**config.mk**
```make
export PLATFORM = sky130hd
export DESIGN_NAME = dewg_data_eeprom_write_guard
export DESIGN_NICKNAME = d
export VERILOG_FILES = /design/src/rtl/dewg_pkg.sv /design/src/rtl/dewg_data_eeprom_write_guard.sv
export VERILOG_INCLUDE_DIRS = /design/src /design/src/rtl
export SDC_FILE = /design/constraint.sdc
export NUM_CORES = 1
export LEC_CHECK = 0
export ABC_CLOCK_PERIOD_IN_PS = 7700
export BUFFER_PORTS_ARGS = -buffer_cell sky130_fd_sc_hd__buf_2
export CAP_MARGIN = 30
export CELL_PAD_IN_SITES_DETAIL_PLACEMENT = 1
export CELL_PAD_IN_SITES_GLOBAL_PLACEMENT = 1
export CORE_UTILIZATION = 25
export CTS_BUF_LIST = sky130_fd_sc_hd__clkbuf_4 sky130_fd_sc_hd__clkbuf_8 sky130_fd_sc_hd__clkbuf_16
export DETAILED_ROUTE_END_ITERATION = 8
export PLACE_DENSITY = 0.4
export RECOVER_POWER = 25
export SKIP_LAST_GASP = 1
export SLEW_MARGIN = 40
export SYNTH_ARGS = -nofsm -noshare
export SYNTH_HDL_FRONTEND = slang
export SYNTH_SLANG_ARGS = --single-unit
```
**constraint.sdc**
```tcl
create_clock -name clk_sys -period 7.7 [get_ports clk_sys]
set_clock_uncertainty 0.2 [all_clocks]
set_input_delay 2.31 -clock clk_sys [delete_from_list [all_inputs] [get_ports clk_sys]]
set_output_delay 2.31 -clock clk_sys [all_outputs]
set_load 0.005 [all_outputs]
```
**src/rtl/dewg_params.svh**
```systemverilog
// constants of the data eeprom write guard: offsets, fields, resets, timing
// assumes inclusion by bare name from the package and the top module
`ifndef DEWG_PARAMS_SVH
`define DEWG_PARAMS_SVH

// register offsets on the register port
`define DEWG_OFS_DATA     8'h9a
`define DEWG_OFS_ADDRESS  8'h9b
`define DEWG_OFS_CONTROL  8'h9c
`define DEWG_OFS_UNLOCK   8'h9d
`define DEWG_OFS_STATUS   8'ha0
`define DEWG_OFS_CLEAR    8'ha1
`define DEWG_OFS_ENABLE   8'ha2

// eeprom_control field positions
`define DEWG_BIT_FETCH    0
`define DEWG_BIT_STORE    1
`define DEWG_BIT_PERMIT   2
`define DEWG_BIT_ABORT    3

// interrupt status layout
`define DEWG_IRQ_DONE     0
`define DEWG_IRQ_ABORT    1
`define DEWG_IRQ_W        2

// reset values
`define DEWG_POR_BYTE     8'h00
`define DEWG_POR_IRQ      2'h0

// unlock keys and spacing in cycles between unlock steps
`define DEWG_KEY_FIRST    8'h55
`define DEWG_KEY_SECOND   8'haa
`define DEWG_SEQ_GAP      2
`define DEWG_SEQ_W        4

// timing
`define DEWG_CLK_KHZ      10000
`define DEWG_POWERUP_DELAY_TIMER_MS      72
`define DEWG_POWERUP_DELAY_TIMER_CYCLES  (`DEWG_POWERUP_DELAY_TIMER_MS * `DEWG_CLK_KHZ)
`define DEWG_POWERUP_DELAY_TIMER_W       20
`define DEWG_STORE_CYCLES 40
`define DEWG_STORE_W      16
`define DEWG_DEPTH        128

`endif

```
**src/rtl/dewg_pkg.sv**
```systemverilog
// types shared by the data eeprom write guard
// assumes dewg_params.svh is on the include path
`default_nettype none
`include "dewg_params.svh"

package dewg_pkg;

	// progress of the unlock sequence
	typedef enum logic [1:0]
	{
		SEQ_IDLE,
		SEQ_GOT_FIRST,
		SEQ_ARMED
	} dewg_seq_e;

	// whole state of the block
	typedef struct packed
	{
		logic [7:0]                 data;
		logic [7:0]                 addr;
		logic                       abortFlag;
		logic                       permit;
		logic                       store;
		logic                       fetch;
		dewg_seq_e                  seq;
		logic [`DEWG_SEQ_W-1:0]     seqCnt;
		logic [`DEWG_POWERUP_DELAY_TIMER_W-1:0]    pwrtCnt;
		logic [`DEWG_STORE_W-1:0]   storeCnt;
		logic [`DEWG_IRQ_W-1:0]     status;
		logic [`DEWG_IRQ_W-1:0]     enable;
		logic [7:0]                 rdData;
		logic                       irq;
	} dewg_state_s;

endpackage : dewg_pkg

`default_nettype wire

```
**src/rtl/dewg_data_eeprom_write_guard.sv**
```systemverilog
// data eeprom with store guard: memory, registers, unlock check, interrupt
// the store itself is modelled as a cycle count ending in one array write
// assumes one clock, synchronous resets from the device reset logic and a
// cpu that drives the register port on the same clock
// assumes the protect strap is static; it is deliberately not consulted
//
// The strobed register port is this design's own decision.
`default_nettype none
`include "dewg_params.svh"

// Summary of operation
// - power-on reset clears the store permit latch.
// - no store may start while the power-up delay counter runs.
// - a store starts only after a good unlock with the permit latch set.
// - code protection changes nothing; contents stay plain and accessible.
// - control resets to 0000 on power-on, abort flag conditional elsewhere.
// - data and address clear on power-on, keep value on other resets.
// - unlock port stores nothing, only feeds the detector, reads as zero.
// - upper four control bits ignore writes and read as zero.
// - 55h then aah to unlock then store trigger, exact spacing, else skip.
// - triggers only settable; hardware clears them, fetch takes one cycle.
// - other reset during a store sets abort flag, data and address kept.
// - finished store clears trigger, sets done flag; firmware clears it.
module dewg_data_eeprom_write_guard
#(
	parameter int POWERUP_DELAY_TIMER_CYCLES  = `DEWG_POWERUP_DELAY_TIMER_CYCLES,
	parameter int STORE_CYCLES = `DEWG_STORE_CYCLES,
	parameter int SEQ_GAP      = `DEWG_SEQ_GAP
)
(
	input  wire logic       clk_sys,
	input  wire logic       sys_rst,
	input  wire logic       powerOnRst,
	input  wire logic       codeProtect,
	input  wire logic [7:0] regAddr,
	input  wire logic [7:0] regWrData,
	input  wire logic       regWrEn,
	input  wire logic       regRdEn,
	output logic      [7:0] regRdData,
	output logic            irq
);

	// refuse settings the counters cannot hold
	initial
	begin
		if (POWERUP_DELAY_TIMER_CYCLES < 1 || POWERUP_DELAY_TIMER_CYCLES >= (1 << `DEWG_POWERUP_DELAY_TIMER_W))
			$error("POWERUP_DELAY_TIMER_CYCLES out of range");
		if (STORE_CYCLES < 1 || STORE_CYCLES >= (1 << `DEWG_STORE_W))
			$error("STORE_CYCLES out of range");
		if (SEQ_GAP < 1 || SEQ_GAP >= (1 << `DEWG_SEQ_W))
			$error("SEQ_GAP out of range");
		// the array index below is seven bits wide
		if (`DEWG_DEPTH != 128)
			$error("memory depth must be 128");
	end

	// counter loads; the store counter ends on zero, hence the minus one
	localparam logic [`DEWG_POWERUP_DELAY_TIMER_W-1:0]  POWERUP_DELAY_TIMER_LOAD =
		`DEWG_POWERUP_DELAY_TIMER_W'(POWERUP_DELAY_TIMER_CYCLES);
	localparam logic [`DEWG_STORE_W-1:0] STORE_LOAD =
		`DEWG_STORE_W'(STORE_CYCLES - 1);
	localparam logic [`DEWG_SEQ_W-1:0]   SEQ_LAST =
		`DEWG_SEQ_W'(SEQ_GAP - 1);

	// present state, its next value and the two reset images
	dewg_pkg::dewg_state_s s;
	dewg_pkg::dewg_state_s next_s;
	dewg_pkg::dewg_state_s porState;
	dewg_pkg::dewg_state_s rstState;

	// contents kept plain: no scrambling, protect strap is not consulted
	logic [7:0] mem [`DEWG_DEPTH];
	logic       memWe;
	logic [6:0] memIdx;

	// one-cycle decodes of a register write
	logic       wrData;
	logic       wrAddr;
	logic       wrCtrl;
	logic       wrUnlock;
	logic       wrClear;
	logic       wrEnable;

	// unlock spacing and store start qualifiers
	logic       stepOk;
	logic       startOk;

	// write-one-to-clear mask, one bit per interrupt source
	logic [`DEWG_IRQ_W-1:0] irqClr;

	// strap ends on a sink: protection must not alter the data path
	logic       unusedProtect;

	// sink only; plain contents whatever the strap says
	assign unusedProtect = codeProtect;
	// upper address bit is decoded away, only 128 bytes exist
	assign memIdx = s.addr[6:0];

	// write decode
	// unmapped offsets select nothing, so such writes are lost
	always_comb
	begin
		wrData   = 1'b0;
		wrAddr   = 1'b0;
		wrCtrl   = 1'b0;
		wrUnlock = 1'b0;
		wrClear  = 1'b0;
		wrEnable = 1'b0;
		if (!regWrEn)
			wrData = 1'b0;
		else if (regAddr == `DEWG_OFS_DATA)
			wrData = 1'b1;
		else if (regAddr == `DEWG_OFS_ADDRESS)
			wrAddr = 1'b1;
		else if (regAddr == `DEWG_OFS_CONTROL)
			wrCtrl = 1'b1;
		else if (regAddr == `DEWG_OFS_UNLOCK)
			wrUnlock = 1'b1;
		else if (regAddr == `DEWG_OFS_CLEAR)
			wrClear = 1'b1;
		else if (regAddr == `DEWG_OFS_ENABLE)
			wrEnable = 1'b1;
	end

	// per-bit clear mask; a write of zero leaves a flag alone
	generate
		for (genvar gi = 0; gi < `DEWG_IRQ_W; gi++)
		begin : g_irq_clr
			assign irqClr[gi] = wrClear && regWrData[gi];
		end
	endgenerate

	// a step of the sequence counts only at the exact spacing
	assign stepOk = (s.seqCnt == SEQ_LAST);

	// start needs unlock, permit latch, power-up delay over, no store busy
	// a refused start still lets the rest of that control write land
	assign startOk = wrCtrl && regWrData[`DEWG_BIT_STORE]
		&& s.seq == dewg_pkg::SEQ_ARMED && stepOk
		&& s.permit
		&& s.pwrtCnt == '0
		&& !s.store;

	// next state in normal running
	// everything holds by default; read data fall back to zero
	always_comb
	begin
		next_s = s;
		memWe = 1'b0;
		next_s.rdData = 8'h00;

		// power-up delay counts down once after power-on
		if (s.pwrtCnt != '0)
			next_s.pwrtCnt = s.pwrtCnt - 1'b1;

		// unlock detector: any other write or a late step drops it
		// a 55h at any time restarts, so a retry needs no wait
		if (s.seq != dewg_pkg::SEQ_IDLE)
			next_s.seqCnt = s.seqCnt + 1'b1;
		if (s.seq != dewg_pkg::SEQ_IDLE && (stepOk || regWrEn))
			next_s.seq = dewg_pkg::SEQ_IDLE;
		if (wrUnlock && regWrData == `DEWG_KEY_SECOND
			&& s.seq == dewg_pkg::SEQ_GOT_FIRST && stepOk)
		begin
			next_s.seq = dewg_pkg::SEQ_ARMED;
			next_s.seqCnt = '0;
		end
		else if (wrUnlock && regWrData == `DEWG_KEY_FIRST)
		begin
			next_s.seq = dewg_pkg::SEQ_GOT_FIRST;
			next_s.seqCnt = '0;
		end

		// plain register writes
		if (wrData)
			next_s.data = regWrData;
		if (wrAddr)
			next_s.addr = regWrData;
		if (wrEnable)
			next_s.enable = regWrData[`DEWG_IRQ_W-1:0];
		if (wrCtrl)
		begin
			// bits 7:4 have no storage at all
			next_s.abortFlag = regWrData[`DEWG_BIT_ABORT];
			next_s.permit = regWrData[`DEWG_BIT_PERMIT];
			// triggers can only be set, never cleared by a write
			// a fetch is dropped while a store runs
			if (regWrData[`DEWG_BIT_FETCH] && !s.store)
				next_s.fetch = 1'b1;
		end
		if (startOk)
		begin
			next_s.store = 1'b1;
			next_s.storeCnt = STORE_LOAD;
		end

		// one-cycle fetch into the data register
		// array read is combinational; the byte lands next edge
		if (s.fetch)
		begin
			next_s.data = mem[memIdx];
			next_s.fetch = 1'b0;
		end

		// store timing; clearing permit mid-store does not stop it
		// data and address are used at the end, not at the start
		if (s.store)
		begin
			next_s.storeCnt = s.storeCnt - 1'b1;
			if (s.storeCnt == '0)
			begin
				memWe = 1'b1;
				next_s.store = 1'b0;
			end
		end

		// clear first so a coinciding set survives
		next_s.status = s.status & ~irqClr;
		if (memWe)
			next_s.status[`DEWG_IRQ_DONE] = 1'b1;

		// read data stand in the following cycle only
		// unmapped and write-only offsets read as zero
		if (regRdEn)
		begin
			if (regAddr == `DEWG_OFS_DATA)
				next_s.rdData = s.data;
			else if (regAddr == `DEWG_OFS_ADDRESS)
				next_s.rdData = s.addr;
			else if (regAddr == `DEWG_OFS_CONTROL)
				next_s.rdData = {4'h0, s.abortFlag, s.permit,
					s.store, s.fetch};
			else if (regAddr == `DEWG_OFS_UNLOCK)
				next_s.rdData = 8'h00;
			else if (regAddr == `DEWG_OFS_STATUS)
				next_s.rdData = {6'h00, s.status};
			else if (regAddr == `DEWG_OFS_ENABLE)
				next_s.rdData = {6'h00, s.enable};
			else
				next_s.rdData = 8'h00;
		end

		// irq follows next status, rising with the flag
		next_s.irq = |(next_s.status & next_s.enable);
	end

	// power-on values: all control clear, delay timer loaded
	// data and address registers power on as zero; the array contents are not cleared
	always_comb
	begin
		porState = '0;
		porState.data = `DEWG_POR_BYTE;
		porState.addr = `DEWG_POR_BYTE;
		porState.abortFlag = 1'b0;
		porState.permit = 1'b0;
		porState.seq = dewg_pkg::SEQ_IDLE;
		porState.pwrtCnt = POWERUP_DELAY_TIMER_LOAD;
		porState.status = `DEWG_POR_IRQ;
		porState.enable = `DEWG_POR_IRQ;
	end

	// other resets: keep data, address and delay state, flag a cut store
	always_comb
	begin
		rstState = porState;
		rstState.data = s.data;
		rstState.addr = s.addr;
		// only power-on reloads the delay timer
		rstState.pwrtCnt = s.pwrtCnt;
		rstState.abortFlag = s.abortFlag | s.store;
		rstState.status = s.status;
		rstState.status[`DEWG_IRQ_ABORT] =
			s.status[`DEWG_IRQ_ABORT] | s.store;
		// firmware must re-arm interrupts after any reset
		rstState.enable = `DEWG_POR_IRQ;
		rstState.permit = 1'b0;
	end

	// state register; power-on outranks the other resets
	// both resets load whole images built above, never partial fields
	always_ff @(posedge clk_sys)
	begin
		if (powerOnRst)
			s <= porState;
		else if (sys_rst)
			s <= rstState;
		else
			s <= next_s;
	end

	// array write only at the end of a finished store, never on reset
	always_ff @(posedge clk_sys)
	begin
		if (memWe && !powerOnRst && !sys_rst)
			mem[memIdx] <= s.data;
	end

	// outputs come straight from the state register
	assign regRdData = s.rdData;
	assign irq       = s.irq;

endmodule : dewg_data_eeprom_write_guard

`default_nettype wire

```
; ---- Word level (Yosys, flattened, before mapping)
; Memory sizes are Yosys's and may differ from the RTL's. A register that Yosys moved wholly into a read port is not among the register bits.
; Index checks and enable logic that the tools add are counted.
[totals]
rom_bits = 0
mem_bits_rw = 1024
latchBits = 0
mem_count = 1
reg_bits = 75
input_bits = 22
output_inout_bits = 9
word_cells = 137
[op_classes]
n_eq_ne = 12
magnitude_cmp = 0
n_shift = 0
n_mux = 59
add_sub_neg = 3
n_bitwise = 8
n_mul = 0
reduce_logical = 38
div_mod_pow = 0
[mem_list]
columns = memory, words, width, rd, rd_clocked_by_memory_dff, wr, line_no
row1 = mem, 128, 8, 1, 1, 1, dewg_data_eeprom_write_guard.sv:72  ; logic [7:0] mem [`DEWG_DEPTH];
[op_table]
columns = operator, count
row1 = $eq 8x8->1 const B, 8
row2 = $mux 59, 1
row3 = $mux 8, 5
row4 = $mux 1, 38
row5 = $mux 16, 2
row6 = $logic_not 20->1, 1
row7 = $mux 20, 1
row8 = $reduce_bool 20->1, 1
row9 = $sub 20x1->20 const B, 1
row10 = $logic_and 1x1->1, 16
row11 = $logic_not 16->1, 1
row12 = $sub 16x1->16 const B, 1
row13 = $mux 7, 2
row14 = $mux 2, 6
row15 = $mux 6, 2
row16 = $reduce_bool 2->1, 5
row17 = $eq 8x7->1 const B, 1
row18 = $mux 4, 2
row19 = $reduce_or 4->1, 2
row20 = $reduce_and 2->1, 3
row21 = $reduce_or 3->1, 2
row22 = $add 4x1->4 const B, 1
row23 = $and 2x2->2, 2
row24 = $eq 4x1->1 const B, 1
row25 = other kinds (9), 15

; ---- Depth between registers and ports, before layout
[logic_depth]
depth_word = 15
mapped_depth = 11
mapped_depth_nobuf = 8

; ---- Least setup slack after synthesis
; No wires, ideal clock.
[synth_timing]
path_kind = input-to-reg
from = in sys_rst
to = mem mem[127][0] (enable)
t_arrival_ps = 3764
cell_stages = 6
required_time_ps = 7129
setup_time_ps = 371
setup_slack_ps = 3365
n_path_buf = 2
path_cell_list = or2_2 > clkbuf_1 > nor3_4 > nand3_2 > buf_6 > nor2_1
[synth_between]
elab_chain_len = 4
[synth_rtl]
columns = item, line_no
row1 = "start, declared", dewg_data_eeprom_write_guard.sv:32  ; input wire logic sys_rst,
row2 = $logic_not 1->1, dewg_data_eeprom_write_guard.sv:294  ; if (memWe && !powerOnRst && !sys_rst)
row3 = $logic_and 1x1->1, dewg_data_eeprom_write_guard.sv:294
row4 = $mux 1, dewg_data_eeprom_write_guard.sv:294
row5 = $mux 1 (implied by the code), dewg_data_eeprom_write_guard.sv:295  ; mem[memIdx] <= s.data;
row6 = "end, declared", dewg_data_eeprom_write_guard.sv:72
; Every way passes these cells.

; ---- Final worst setup path
[layout_timing]
from = in sys_rst
to = mem mem[117][4] (enable)
; Same word-level chain as after synthesis.

==> summary.txt <==
====================================================================================
Result of the run                                                       finished, violations left
Failing checks                                                          capacitance limit, slew limit
Worst-path cell with the longest stage delay                            sky130_fd_sc_hd__nor2_1
Endpoints failing hold                                                             0
DP Cell Count                                                                   4701
Top fanout value on the critical path                                             22
Non-filler cells, final                                                         4944
Overflow after GRT                                                                 0
1st-iter DRT viols                                                              1561
Multiplexer fraction of the synthesized cell area                              0.134
Crit path launch type                                                      input pin
Synthesized-area fraction occupied by and/or/nand/nor cells                   0.0571
Clock buffers created by TritonCTS                                               132
Leading cell types in the layout, fill and taps excluded                sky130_fd_sc_hd__edfxtp_1 (1024), sky130_fd_sc_hd__mux2i_1 (179), sky130_fd_sc_hd__mux4_2 (173)
Uppermost routed layer                                                          met4
Sequence of cells on the critical path                                  buf_2, or2_2, nor3_4, nand2_4, nor2_1
Adder and majority cell fraction of the synthesized area                     0.00114
Synth Area in XOR/XNOR                                                       0.00401
Number of nets still failing antenna checks after routing                          0
Input/output buffers                                                              29
Routability Congestion                                                         0.758
Number of hold buffers added after CTS                                             0
Synth Area in Compound Gates                                                  0.0436
Capturing element type of the critical path                                     flop
Met3 routed WL                                                               4.93 mm
Dominant combinational cell family by area after synthesis              multiplexers
Root buffer cell                                                        sky130_fd_sc_hd__clkbuf_16
Cell area after placement                                                 0.0466 mm²
Number of instances resized during post-cts repair                                 0
Fraction of synthesized cell area taken by the top area cell type              0.703
TritonCTS clock tree                                                           built
Flop and latch count out of synthesis                                           1106
Core outline area                                                          0.174 mm²
DR pass1 iterations                                                                5
Power Density                                                             249 mW/mm²
Die area                                                                   0.177 mm²
Count of synthesis-stage warnings from yosys                                       0
Maximum buffer depth of the clock tree                                             3
Leading post-synthesis cells by cell area                               sky130_fd_sc_hd__edfxtp_1 (70%), sky130_fd_sc_hd__mux4_2 (8.9%), sky130_fd_sc_hd__mux2i_1 (4.1%)
DRC violations left                                                                0
Vias in the first global route                                                 25000
Largest net degree at the start of global routing                                108
Wire length of the first global-routing pass                                  191 mm
Share of flip-flops with an asynchronous set or reset after synthesis              0
Worst path max stage delay                                                   0.80 ns
# nets final                                                                    2539
Sum of routed wire segments on met1                                          61.5 mm
Max Transition Viols Final                                                       494
Reg-to-reg startpoint                                                   rstState[70]$_SDFFE_PP0P_
Number of sinks handled by clock tree synthesis                                 1106
Distinct cell type count after synthesis                                          68
Maximum level of the CTS H-tree                                                    4
Leakage                                                                    0.0162 µW
Aggregate negative setup slack                                                  0 ns
Total length of routed met2 wires                                            65.4 mm
Instance count of the mapped netlist                                            2439
Setup Viol. Count Final                                                            0
Ys flop type                                                            sky130_fd_sc_hd__edfxtp_1
Final Total Pwr                                                             12700 µW
Most common cell after layout, fill and taps aside                      sky130_fd_sc_hd__edfxtp_1
Slew Limit Headroom                                                            -1.01
Average routed wire per standard cell                                        27.2 µm
RSZ-0062 raised after global routing                                              no
Syn_area_per_cell                                                           17.9 µm²
Start point of the worst min-delay path                                 rstState[11]$_SDFFE_PP0N_
Die X                                                                         420 µm
Proportion of synthesized chip area in sequential cells                        0.741
Worst vdd rail ir drop                                                      0.126 mV
Period utilization                                                             0.609
Data arrival time of the critical path                                       4.85 ns
Nets in the synthesized netlist                                                 2465
Initial antenna violation count                                                    3
Final Instance Area                                                       0.0509 mm²
Most area-hungry cell type in the Yosys netlist                         sky130_fd_sc_hd__edfxtp_1
Die span in y                                                                 420 µm
Maximum Capacitance Violations                                                    11
CTS clock-pin slew for the worst setup and hold paths                        0.05 ns
Path type of the worst setup path                                       input pin to flop
Setup crit start                                                             sys_rst
Worst hold slack across all endpoints                                       0.280 ns
Effective utilization at floorplan                                             0.252
Type of the worst min-delay path                                        flop to flop
Count of flip-flops with a built-in enable after synthesis                      1024
Number of top-level pins                                                          31
Proportion of layout cells with a drive suffix above 1                         0.223
Drt total wl                                                                  135 mm
Layout overhead on the synthesized area                                        16.5%
Clock latency on the worst-skew pair                                         0.75 ns
Cell row count                                                                   153
Total via count after detailed routing                                         23000
Routed vias/inst                                                                4.65
Number of buffers added for setup after CTS                                        0
Final min period                                                             4.69 ns
Netlist area before placement                                             0.0437 mm²
Crit path required time                                                      7.87 ns
HPWL after DPL                                                               82.0 mm
Timing-limited maximum frequency                                           0.213 GHz
Actual slew at the worst max-slew pin                                        3.02 ns
GRT Util Overall                                                               0.153
====================================================================================
==> synthesized netlist by cell type (35+ instances only) <==
| cell type | number |
|---|---|
| sky130_fd_sc_hd__a22oi_1 | 45 |
| sky130_fd_sc_hd__o22ai_1 | 47 |
| sky130_fd_sc_hd__nor3_1 | 53 |
| sky130_fd_sc_hd__mux4_2 | 173 |
| sky130_fd_sc_hd__nor2_1 | 218 |
| sky130_fd_sc_hd__a21oi_1 | 39 |
| sky130_fd_sc_hd__nand2_1 | 82 |
| sky130_fd_sc_hd__o221ai_1 | 35 |
| sky130_fd_sc_hd__a211oi_1 | 36 |
| sky130_fd_sc_hd__edfxtp_1 | 1024 |
| sky130_fd_sc_hd__dfxtp_1 | 82 |
| sky130_fd_sc_hd__nand3_1 | 40 |
| sky130_fd_sc_hd__clkbuf_1 | 59 |
| sky130_fd_sc_hd__mux2i_1 | 180 |
==> worst max-delay path: cells and delay by family <==
family	cells	cell delay, ns
buffers and inverters	1	0.27
AND/OR/NAND/NOR	4	2.21
==> power by group <==
part           switching, µW  internal (µW)  leakage, µW
Combinational           45.8           25.4      0.00273
Sequential              8.03           6470       0.0114
Clock                   2480           3630      0.00212
Total                   2540          10100       0.0162
==> flip-flops by register name, summed over array words and instances (netlist names), named ones only <==
name	cells
irq	1
s	29
mem	1024
regRdData	8
rstState	30
memIdx	7
==> logic make-up after synthesis <==
kind of cell	after synthesis
multiplexers	369
flip-flops	1106
AO/OA/AOI/OAI	272
AND/OR/NAND/NOR	516
adder cells (fa/ha/maj)	4
buffers and inverters	152
XOR/XNOR	20
==> path summary, 6_finish.rpt <==
| path | endpoint | slack, ns | cells after the start |
|---|---|---|---|
| worst max-delay path | mem[117][4]$_DFFE_PP_ | 3.01 | 5 |
| worst min-delay path | rstState[11]$_SDFFE_PP0N_ | 0.28 | 2 |
| worst max register to register | regRdData[3]$_SDFF_PP0_ | 3.47 | 5 |
| worst min register to register | rstState[11]$_SDFFE_PP0N_ | 0.28 | 2 |
==> cell type report <==
| cell class | instances | area (µm²) |
|---|---|---|
| Multi-Input combinational cell | 1181 | 10800 |
| Fill cell | 17900 | 123000 |
| Clock inverter | 65 | 542 |
| Clock buffer | 174 | 3710 |
| Tap cell | 2325 | 2910 |
| Inverter | 12 | 45.0 |
| Timing Repair Buffer | 80 | 571 |
| Sequential cell | 1106 | 32400 |
| Antenna cell | 1 | 2.50 |
==> metal layers <==
layer  global-route usage  vias up
met5                    0        -
met4               0.0398        0
met3               0.0244      162
met2                0.257      440
met1                0.206    12400
li1                     -    10000
==> stage by stage <==
stage	utilization	worst slack, ns
final	0.293	3.01
after global routing	0.293	2.94
after CTS	0.292	2.96
after detailed placement	0.268	2.11
after global placement	0.267	1.90
after floorplan	-	3.37
(Power assumes the default switching activity.)
